**config.mk**
```make
export PLATFORM = sky130hd
export DESIGN_NAME = clock_switch_power_save_ctrl
export DESIGN_NICKNAME = d
export VERILOG_FILES = /design/src/logic/clk_ctrl_pkg.sv /design/src/logic/pin_sync3.sv /design/src/logic/unlock_guard.sv /design/src/logic/clock_switch_power_save_ctrl.sv
export SDC_FILE = /design/constraint.sdc
export NUM_CORES = 1
export LEC_CHECK = 0
export ABC_AREA = 1
export BUFFER_PORTS_ARGS = -buffer_cell sky130_fd_sc_hd__buf_2
export CORE_MARGIN = 1
export CORE_UTILIZATION = 43
export CTS_CLUSTER_DIAMETER = 150
export DETAILED_ROUTE_END_ITERATION = 8
export PLACE_DENSITY = 0.66
export SLEW_MARGIN = 20
export SYNTH_ARGS = -nofsm -noshare
export SYNTH_HDL_FRONTEND = slang
export SYNTH_SLANG_ARGS = --single-unit
export TNS_END_PERCENT = 1
```
**constraint.sdc**
```tcl
create_clock -name clk_sys -period 1.8 [get_ports clk_sys]
set_input_delay 0.18 -clock clk_sys [delete_from_list [all_inputs] [get_ports clk_sys]]
set_output_delay 0.18 -clock clk_sys [all_outputs]
set_load 0.03 [all_outputs]
```
**src/logic/clk_ctrl_pkg.sv**
```systemverilog
package clk_ctrl_pkg;

  // Oscillator selection encoding
  localparam logic [2:0] SRC_FRC       = 3'h0;
  localparam logic [2:0] SRC_FRC_PLL   = 3'h1;
  localparam logic [2:0] SRC_PRI       = 3'h2;
  localparam logic [2:0] SRC_PRI_PLL   = 3'h3;
  localparam logic [2:0] SRC_SEC       = 3'h4;
  localparam logic [2:0] SRC_LOW_POWER_RC_OSC      = 3'h5;
  localparam logic [2:0] SRC_FRC_DIV16 = 3'h6;
  localparam logic [2:0] SRC_FRC_DIVN  = 3'h7;

  // Primary submodes, fixed by configuration
  localparam logic [1:0] SUB_EC = 2'h0;
  localparam logic [1:0] SUB_XT = 2'h1;
  localparam logic [1:0] SUB_HS = 2'h2;

  // New-clock cycles counted before the handover
  localparam int         SETTLE_CYCLES = 10;
  localparam logic [3:0] SETTLE_LAST   = 4'(SETTLE_CYCLES - 1);
  localparam logic [3:0] SETTLE_ZERO   = 4'h0;

  // Cycles that an unlock keeps the control register writable
  localparam logic [2:0] UNLOCK_WINDOW = 3'h4;
  localparam logic [2:0] UNLOCK_NONE   = 3'h0;

  typedef enum logic [4:0] {
    SW_IDLE   = 5'h01,
    SW_CHECK  = 5'h02,
    SW_START  = 5'h04,
    SW_WAIT   = 5'h08,
    SW_SETTLE = 5'h10
  } sw_state_t;

  typedef enum logic [3:0] {
    PM_RUN   = 4'h1,
    PM_ENTER = 4'h2,
    PM_SLEEP = 4'h4,
    PM_IDLE  = 4'h8
  } pm_state_t;

  typedef struct packed {
    logic fast_rc;
    logic primary;
    logic secondary;
    logic low_power_rc;
    logic pll;
  } osc_enables_t;

  typedef struct packed {
    logic [2:0] current_source_sel;
    logic [2:0] new_source_sel;
    logic       switch_request;
    logic       pll_lock_flag;
    logic       clock_fail_flag;
    logic       secondary_osc_enable;
  } osc_status_t;

  typedef struct packed {
    logic switch_request;
    logic secondary_osc_enable;
    logic clock_fail_keep;
  } osc_low_wr_t;

  function automatic logic uses_pll(input logic [2:0] src);
    uses_pll = (src == SRC_FRC_PLL) || (src == SRC_PRI_PLL);
  endfunction : uses_pll

  // Crystal sources must wait for the start-up timer; external clock need not
  function automatic logic needs_ost(input logic [2:0] src, input logic [1:0] sub);
    needs_ost = (src == SRC_SEC) || (((src == SRC_PRI) || (src == SRC_PRI_PLL)) && (sub != SUB_EC));
  endfunction : needs_ost

  function automatic osc_enables_t enables_of(input logic [2:0] src);
    osc_enables_t e;
    e              = '0;
    e.fast_rc      = (src == SRC_FRC) || (src == SRC_FRC_PLL) || (src == SRC_FRC_DIV16) || (src == SRC_FRC_DIVN);
    e.primary      = (src == SRC_PRI) || (src == SRC_PRI_PLL);
    e.secondary    = (src == SRC_SEC);
    e.low_power_rc = (src == SRC_LOW_POWER_RC_OSC);
    e.pll          = uses_pll(src);
    enables_of     = e;
  endfunction : enables_of

endpackage : clk_ctrl_pkg

```
**src/logic/pin_sync3.sv**
```systemverilog
`timescale 1ns/10ps
module pin_sync3
  import clk_ctrl_pkg::*;
(
  // Clock and reset
  input  wire logic clk_sys,
  input  wire logic rst_b,
  // Asynchronous level in, filtered level out
  input  wire logic async_in,
  output logic      sync_out
);

  typedef struct packed {
    logic s1;
    logic s2;
    logic s3;
    logic q;
  } sync_state_t;

  sync_state_t state_reg;
  sync_state_t state_next;

  // The output moves only once stages two and three agree
  always_comb begin
    state_next    = state_reg;
    state_next.s1 = async_in;
    state_next.s2 = state_reg.s1;
    state_next.s3 = state_reg.s2;
    if (state_reg.s2 == state_reg.s3) begin
      state_next.q = state_reg.s2;
    end
  end

  always_ff @(posedge clk_sys) begin
    if (!rst_b) begin
      state_reg <= '0;
    end else begin
      state_reg <= state_next;
    end
  end

  assign sync_out = state_reg.q;

endmodule : pin_sync3

```
**src/logic/unlock_guard.sv**
```systemverilog
`timescale 1ns/10ps
module unlock_guard
  import clk_ctrl_pkg::*;
(
  // Clock and reset
  input  wire logic clk_sys,
  input  wire logic rst_b,
  // Unlock sequence completed, and control register writes
  input  wire logic unlock_done,
  input  wire logic wr_high,
  input  wire logic wr_low,
  // Write may take effect this cycle
  output logic      write_ok
);

  typedef struct packed {
    logic [2:0] window;
  } unlock_state_t;

  unlock_state_t state_reg;
  unlock_state_t state_next;

  // Any write closes the window unless an unlock comes in the same cycle, so each byte needs its own unlock
  always_comb begin
    state_next = state_reg;
    if (unlock_done) begin
      state_next.window = UNLOCK_WINDOW;
    end else if (wr_high || wr_low) begin
      state_next.window = UNLOCK_NONE;
    end else if (state_reg.window != UNLOCK_NONE) begin
      state_next.window = state_reg.window - 3'h1;
    end
  end

  always_ff @(posedge clk_sys) begin
    if (!rst_b) begin
      state_reg <= '0;
    end else begin
      state_reg <= state_next;
    end
  end

  assign write_ok = (state_reg.window != UNLOCK_NONE);

endmodule : unlock_guard

```
**src/logic/clock_switch_power_save_ctrl.sv**
```systemverilog
`timescale 1ns/10ps
module clock_switch_power_save_ctrl
  import clk_ctrl_pkg::*;
(
  // Clock and reset
  input  wire logic         clk_sys,
  input  wire logic         rst_b,
  // Configuration
  input  wire logic         switch_monitor_cfg_bit,
  input  wire logic [2:0]   initial_source_cfg,
  input  wire logic [1:0]   primary_submode_cfg,
  input  wire logic         watchdog_enable,
  // Software access to the oscillator control register
  input  wire logic         unlock_done,
  input  wire logic         wr_high,
  input  wire logic [2:0]   wr_new_source,
  input  wire logic         wr_low,
  input  wire osc_low_wr_t  wr_low_data,
  output osc_status_t       osc_control_reg,
  // Oscillator and PLL pins
  input  wire logic         startup_timer_done,
  input  wire logic         pll_locked,
  input  wire logic         new_clk_probe,
  input  wire logic         osc_failed,
  output logic              startup_timer_start,
  output osc_enables_t      osc_enable,
  output logic [1:0]        primary_submode,
  output logic [2:0]        sys_clk_select,
  // Fail-safe monitor
  output logic              failsafe_monitor_active,
  output logic              clock_fail_trap,
  // Power save
  input  wire logic         power_save_instruction,
  input  wire logic         power_save_sleep,
  input  wire logic         irq_wake,
  input  wire logic         watchdog_timeout,
  output logic              watchdog_clear,
  output logic              cpu_clk_run,
  output logic              sys_clk_run,
  output logic              wake_pulse
);

  typedef struct packed {
    sw_state_t  sw;
    pm_state_t  pm;
    logic [2:0] cur;
    logic [2:0] nxt;
    logic       req;
    logic       lock;
    logic       fail;
    logic       sec_en;
    logic       sleep_sel;
    logic [3:0] settle;
    logic       tick_q;
    logic       fail_q;
    logic       trap;
    logic       wdt_clr;
    logic       wake;
    logic       ost_start;
  } ctrl_state_t;

  ctrl_state_t state_reg;
  ctrl_state_t state_next;

  logic         write_ok;
  logic         ost_s;
  logic         lock_s;
  logic         tick_s;
  logic         fail_s;
  logic         switch_on;
  logic         monitor_on;
  logic         tick_rise;
  logic         fail_rise;
  logic         target_ready;
  logic [2:0]   fallback;
  osc_enables_t en;

  unlock_guard u_unlock (
    .clk_sys     (clk_sys),
    .rst_b       (rst_b),
    .unlock_done (unlock_done),
    .wr_high     (wr_high),
    .wr_low      (wr_low),
    .write_ok    (write_ok)
  );

  pin_sync3 u_sync_ost (
    .clk_sys  (clk_sys),
    .rst_b    (rst_b),
    .async_in (startup_timer_done),
    .sync_out (ost_s)
  );

  pin_sync3 u_sync_lock (
    .clk_sys  (clk_sys),
    .rst_b    (rst_b),
    .async_in (pll_locked),
    .sync_out (lock_s)
  );

  // The new clock is sampled, so it must run well below half of clk_sys
  pin_sync3 u_sync_tick (
    .clk_sys  (clk_sys),
    .rst_b    (rst_b),
    .async_in (new_clk_probe),
    .sync_out (tick_s)
  );

  pin_sync3 u_sync_fail (
    .clk_sys  (clk_sys),
    .rst_b    (rst_b),
    .async_in (osc_failed),
    .sync_out (fail_s)
  );

  assign switch_on    = ~switch_monitor_cfg_bit;
  assign monitor_on   = ~switch_monitor_cfg_bit;
  assign tick_rise    = tick_s & ~state_reg.tick_q;
  assign fail_rise    = fail_s & ~state_reg.fail_q;
  assign target_ready = (~needs_ost(state_reg.nxt, primary_submode_cfg) | ost_s) &
                        (~uses_pll(state_reg.nxt) | lock_s);
  assign fallback     = uses_pll(state_reg.cur) ? SRC_FRC_PLL : SRC_FRC;

  always_comb begin
    state_next           = state_reg;
    state_next.trap      = 1'b0;
    state_next.wdt_clr   = 1'b0;
    state_next.wake      = 1'b0;
    state_next.ost_start = 1'b0;
    state_next.tick_q    = tick_s;
    state_next.fail_q    = fail_s;

    // High byte: new source, only while no switch is in flight
    if (wr_high && write_ok && state_reg.sw == SW_IDLE) begin
      state_next.nxt = wr_new_source;
    end

    // Low byte: secondary enable, fail flag clear, switch request
    if (wr_low && write_ok) begin
      state_next.sec_en = wr_low_data.secondary_osc_enable;
      if (!wr_low_data.clock_fail_keep) begin
        state_next.fail = 1'b0;
      end
      if (switch_on && wr_low_data.switch_request && state_reg.sw == SW_IDLE) begin
        state_next.req = 1'b1;
        state_next.sw  = SW_CHECK;
      end
    end

    unique case (state_reg.sw)
      SW_IDLE: begin
      end
      SW_CHECK: begin
        if (state_reg.cur == state_reg.nxt) begin
          state_next.req = 1'b0;
          state_next.sw  = SW_IDLE;
        end else begin
          state_next.lock      = 1'b0;
          state_next.fail      = 1'b0;
          state_next.ost_start = needs_ost(state_reg.nxt, primary_submode_cfg);
          state_next.sw        = SW_START;
        end
      end
      SW_START: begin
        // One cycle for the enable to reach the target oscillator
        state_next.sw = SW_WAIT;
      end
      SW_WAIT: begin
        state_next.settle = SETTLE_ZERO;
        if (target_ready) begin
          state_next.sw = SW_SETTLE;
        end
      end
      SW_SETTLE: begin
        if (tick_rise) begin
          if (state_reg.settle == SETTLE_LAST) begin
            state_next.cur = state_reg.nxt;
            state_next.req = 1'b0;
            state_next.sw  = SW_IDLE;
          end else begin
            state_next.settle = state_reg.settle + 4'h1;
          end
        end
      end
    endcase

    // Lock flag is set by the detector while the target uses the PLL, except on the cycle a switch clears it
    if (lock_s && uses_pll(state_reg.nxt) && state_reg.sw != SW_CHECK) begin
      state_next.lock = 1'b1;
    end

    // A failure wins over any software clear or pending switch
    if (monitor_on && fail_rise && state_reg.pm != PM_SLEEP) begin
      state_next.fail = 1'b1;
      state_next.trap = 1'b1;
      state_next.cur  = fallback;
      state_next.nxt  = fallback;
      state_next.req  = 1'b0;
      state_next.sw   = SW_IDLE;
    end

    // Switching disabled: configuration owns the clock selection
    if (!switch_on) begin
      state_next.cur = initial_source_cfg;
      state_next.nxt = initial_source_cfg;
      state_next.req = 1'b0;
      state_next.sw  = SW_IDLE;
    end

    unique case (state_reg.pm)
      PM_RUN: begin
        if (power_save_instruction) begin
          state_next.sleep_sel = power_save_sleep;
          state_next.wdt_clr   = watchdog_enable;
          state_next.pm        = PM_ENTER;
        end
      end
      PM_ENTER: begin
        // Wake sources are not looked at until entry has completed
        state_next.pm = state_reg.sleep_sel ? PM_SLEEP : PM_IDLE;
      end
      PM_SLEEP, PM_IDLE: begin
        if (irq_wake || watchdog_timeout) begin
          state_next.wake = 1'b1;
          state_next.pm   = PM_RUN;
        end
      end
    endcase
  end

  always_ff @(posedge clk_sys) begin
    if (!rst_b) begin
      state_reg           <= '0;
      state_reg.sw        <= SW_IDLE;
      state_reg.pm        <= PM_RUN;
      state_reg.cur       <= initial_source_cfg;
      state_reg.nxt       <= initial_source_cfg;
    end else begin
      state_reg <= state_next;
    end
  end

  // Oscillator enables: current source, plus target while switching
  always_comb begin
    en = enables_of(state_reg.cur);
    if (state_reg.sw == SW_START || state_reg.sw == SW_WAIT || state_reg.sw == SW_SETTLE) begin
      en = en | enables_of(state_reg.nxt);
    end
    en.secondary    = en.secondary | state_reg.sec_en;
    en.low_power_rc = en.low_power_rc | watchdog_enable | monitor_on;
    if (state_reg.pm == PM_SLEEP) begin
      en              = '0;
      en.secondary    = state_reg.sec_en;
      en.low_power_rc = watchdog_enable;
    end
  end

  assign osc_enable              = en;
  assign primary_submode         = primary_submode_cfg;
  assign sys_clk_select          = state_reg.cur;
  assign startup_timer_start     = state_reg.ost_start;
  assign failsafe_monitor_active = monitor_on & (state_reg.pm != PM_SLEEP);
  assign clock_fail_trap         = state_reg.trap;
  assign watchdog_clear          = state_reg.wdt_clr;
  assign wake_pulse              = state_reg.wake;
  assign cpu_clk_run             = (state_reg.pm == PM_RUN);
  assign sys_clk_run             = (state_reg.pm != PM_SLEEP);

  always_comb begin
    osc_control_reg                      = '0;
    osc_control_reg.current_source_sel   = state_reg.cur;
    osc_control_reg.new_source_sel       = state_reg.nxt;
    osc_control_reg.switch_request       = state_reg.req;
    osc_control_reg.pll_lock_flag        = state_reg.lock;
    osc_control_reg.clock_fail_flag      = state_reg.fail;
    osc_control_reg.secondary_osc_enable = state_reg.sec_en;
  end

endmodule : clock_switch_power_save_ctrl

```
==> summary.md <==
* 0 — Synth warnings
* sky130_fd_sc_hd__nand2_1 (61), sky130_fd_sc_hd__inv_1 (49), sky130_fd_sc_hd__buf_2 (47) — leading cell types in the layout, fill and taps excluded
* 53 — I/O pin cnt
* 0 ps — Setup TNS Final
* 8.369 mm — wire length of the first global-routing pass
* 80 ps — CTS clock-pin slew for the worst setup and hold paths
* 7.491 ps — Max Clock Skew
* 0.4280 — portion of the post-synthesis area used by sequential elements
* 1600 ps — data arrival time of the worst path
* 37 — number of different library cells in the post-synthesis netlist
* 6 — Crit Path Max Fanout
* 0 — initial antenna violation count
* 16 — flip-flop count of the largest register after layout
* 0.03086 — Synth Area in Adders
* 3 — instance count along the most critical hold path
* 0 — hold bufs inserted after CTS
* 0 — residual antenna-violating net count after detailed routing
* flop — startpoint types
* primary output — type of element capturing the critical path
* 27 — largest net degree at the start of global routing
* 0.002192 W — overall power
* 11.34 microns — Routed wire per std cell
* finished clean — result of the run
* 2 — buffers from clock root to sink, at most
* 0.2942 — simple-gate portion of the synthesized area
* 0.2521 — fraction of final layout cells with drive strength greater than 1
* done — clock tree from TritonCTS
* sky130_fd_sc_hd__dfxtp_4 — library cell contributing the largest single delay on the critical path
* 1 — Bufs and invs on worst path
* 5961 sq um — die area
* 77.21 microns — width of the chip
* 397 — Net count, final
* 0.8141 — relative slew slack
* simple AND/OR/NAND/NOR gates — crit-path leading delay family
* 0 — number of maximum-capacitance violations
* 0 — Inserted Diodes
* 0.1773 — overall routing resource usage
* state_reg[6] — origin of the critical flop-to-flop path
* u_sync_ost.state_next[2] — Endpoint, Worst Hold
* 1046 sq um — area occupied by registers
* 5473 sq um — floorplan core area
* 2 — count of H-tree levels built during CTS
* simple AND/OR/NAND/NOR gates — dominant combinational cell family by area after synthesis
* true — RSZ-0062 raised after global routing
* 27 — Placement Rows
* 0.3749 mV — Max VDD drop
* 4.757 — via/cell ratio
* 64.43 ps — post-route worst hold slack
* 16.05% — Area Growth Syn to Fin
* 4.954 mm — Total Wirelength
* 353 — Net Count, Synth
* in2reg — Tightest Hold Check Type
* 437 — Final Instance Count excl. Fillers
* sky130_fd_sc_hd__nand2_1 — most frequent standard cell in the layout excluding fill and tap cells
* 2079 — total via count in the routed design
* 3.871 mm — HPWL reported at the end of detailed placement
* sys_clk_select[0] — end of the worst register-to-register path
* 370 ps — largest stage delay on the critical path
* 49 — Synth Register Bits
* 1080 sq um — Multi-input gate area
* 7.577 sq um — syn avg cell area
* 0 — max-slew violation total from the final report
* 0.5158 — utilization after layout
* 563 — count of fill cells added during filler insertion
* nor2_4, nand4_1, nand3_4, nand2_1, a21oi_1, buf_4 — cell-by-cell trace of the critical path
* 0 — mux cell area share after synthesis
* 4 — count of TritonRoute iterations in the first routing pass
* 1620 ps — Crit path required time
* 134 — number of DRC violations after detailed-routing iteration 0
* 300 ps — clock insertion delay at the later pin of the skew report
* 1782 ps — post-route minimum period
* 0.9899 — final cycle utilization of the critical path
* 321 — cell count after synthesis
* startup_timer_done — HP Start
* 0.8519 — gp weighted congestion
* 0.08899 — post-synthesis compound-gate area fraction
* 0 — number of failing hold endpoints at the final stage
* 277.9 ps — slew at the pin with the worst max-slew slack
* 5 — Num CTS Buffers
* 561.2 MHz — Max Clk Rate
* 49 — sink count of the clock tree
* 428 — cell count after placement
* 6 — Worst Reg2Reg Path Length in Cells
* 1895 — via count of the first global-routing pass
* 77.21 microns — DIE HEIGHT
* sky130_fd_sc_hd__clkbuf_8 — Clock Root Buffer
* 52 — number of port buffers
* 0 — overall overflow remaining after global route
* 0 — Setup-failing EPs final
* 776.5 nW/um^2 — power density over the cells
* 0.4444 — Initial Util
* reg2out — Setup CP Type
* 1.389 nW — standby leakage power
* 270 ps — internal reg-to-reg setup slack
* 2432 sq um — cell area after technology mapping
* 0.01800 — XOR/XNOR share of the synthesized area
* 0 — DRC Markers
==> kinds of logic after synthesis <==
logic type	Yosys count
simple gates	147
compound gates	39
fa+ha+maj	6
flops	49
buf+inv	75
xor+xnor	5
==> cell usage after synthesis <==
cell type	n	share of area
sky130_fd_sc_hd__a211oi_1	1	0.0031
sky130_fd_sc_hd__a21oi_1	17	0.035
sky130_fd_sc_hd__a31oi_1	3	0.0077
sky130_fd_sc_hd__buf_2	2	0.0041
sky130_fd_sc_hd__buf_4	15	0.046
sky130_fd_sc_hd__clkbuf_1	2	0.0031
sky130_fd_sc_hd__dfxtp_1	43	0.35
sky130_fd_sc_hd__edfxtp_1	6	0.074
sky130_fd_sc_hd__ha_1	6	0.031
sky130_fd_sc_hd__inv_1	49	0.076
sky130_fd_sc_hd__inv_2	7	0.011
sky130_fd_sc_hd__nand2_1	64	0.099
sky130_fd_sc_hd__nand2_2	4	0.010
sky130_fd_sc_hd__nand2_4	1	0.0046
sky130_fd_sc_hd__nand3_1	19	0.039
sky130_fd_sc_hd__nand3_2	2	0.0082
sky130_fd_sc_hd__nand3_4	2	0.014
sky130_fd_sc_hd__nand3b_1	2	0.0062
sky130_fd_sc_hd__nand4_1	5	0.013
sky130_fd_sc_hd__nand4_2	1	0.0051
sky130_fd_sc_hd__nor2_1	32	0.049
sky130_fd_sc_hd__nor2_2	3	0.0077
sky130_fd_sc_hd__nor2_4	3	0.014
sky130_fd_sc_hd__nor3_1	3	0.0062
sky130_fd_sc_hd__nor3_2	1	0.0041
sky130_fd_sc_hd__nor3b_1	1	0.0031
sky130_fd_sc_hd__o211ai_1	3	0.0093
sky130_fd_sc_hd__o21ai_0	6	0.012
sky130_fd_sc_hd__o21ai_1	5	0.010
sky130_fd_sc_hd__o21bai_1	1	0.0031
sky130_fd_sc_hd__o22ai_1	2	0.0051
sky130_fd_sc_hd__o31ai_1	1	0.0031
sky130_fd_sc_hd__or2_0	2	0.0051
sky130_fd_sc_hd__or2_1	1	0.0026
sky130_fd_sc_hd__or2_2	1	0.0026
sky130_fd_sc_hd__xnor2_1	4	0.014
sky130_fd_sc_hd__xor2_1	1	0.0036
==> metrics by stage <==
stage	instance area [sq um]	setup WS [ps]
3_3_place_gp	2668	327.2
4_1_cts	2754	5.460
6_report	2823	18.14
5_1_grt	2823	-86.58
2_1_floorplan	2432	290.3
3_5_place_dp	2668	301.5
==> worst reg2reg max path, stage by stage (launching register included) <==
cell,delay (ps)
sky130_fd_sc_hd__dfxtp_1,420
sky130_fd_sc_hd__ha_1,180
sky130_fd_sc_hd__nand3b_1,110
sky130_fd_sc_hd__or2_1,240
sky130_fd_sc_hd__nor2_1,120
sky130_fd_sc_hd__nor2_2,60
sky130_fd_sc_hd__inv_1,110
==> cell type report <==
class                           instances  area share
Timing Repair Buffer                   56      0.1099
Sequential cell                        49      0.3706
Tap cell                               72     0.03191
Multi-Input combinational cell        197      0.3825
Inverter                               56     0.07447
Clock buffer                            7     0.03059
==> worst max-delay path by stage <==
stage                        startpoint                end  slack [ps]  cells after the start
after detailed placement   state_reg[6]  sys_clk_select[2]         300                      6
final                     state_reg[25]      osc_enable[0]          20                      6
after global routing      state_reg[25]      osc_enable[1]         -90                      8
after CTS                 state_reg[26]      osc_enable[2]           5                      8
after floorplan           state_reg[25]      osc_enable[0]         290                      5
after global placement    state_reg[25]      osc_enable[2]         330                      8
==> repair_timing <==
| item | in CTS | in global routing |
|---|---|---|
| pin swaps | 1 | 3 |
| endpoints found under the setup margin | 2 | 5 |
| setup buffers | 0 | 2 |
| resized for setup | 0 | 21 |
| hold endpoints to repair | 0 | 0 |
==> report_power, final <==
| part | internal, W | total, W | switching [W] |
|---|---|---|---|
| Combinational | 0.000129 | 0.000367 | 0.000239 |
| Sequential | 0.00115 | 0.00119 | 0.0000417 |
| Clock | 0.000305 | 0.000636 | 0.000331 |
| Total | 0.00158 | 0.00219 | 0.000611 |
==> routing by layer <==
| layer | vias up | track usage | part of all wire |
|---|---|---|---|
| li1 | 1092 | - | - |
| met1 | 932 | 0.2279 | 0.47 |
| met2 | 49 | 0.2920 | 0.46 |
| met3 | 6 | 0.04524 | 0.055 |
| met4 | 0 | 0.04906 | 0.014 |
| met5 | - | 0 | 0 |
(Power assumes the default switching activity.)
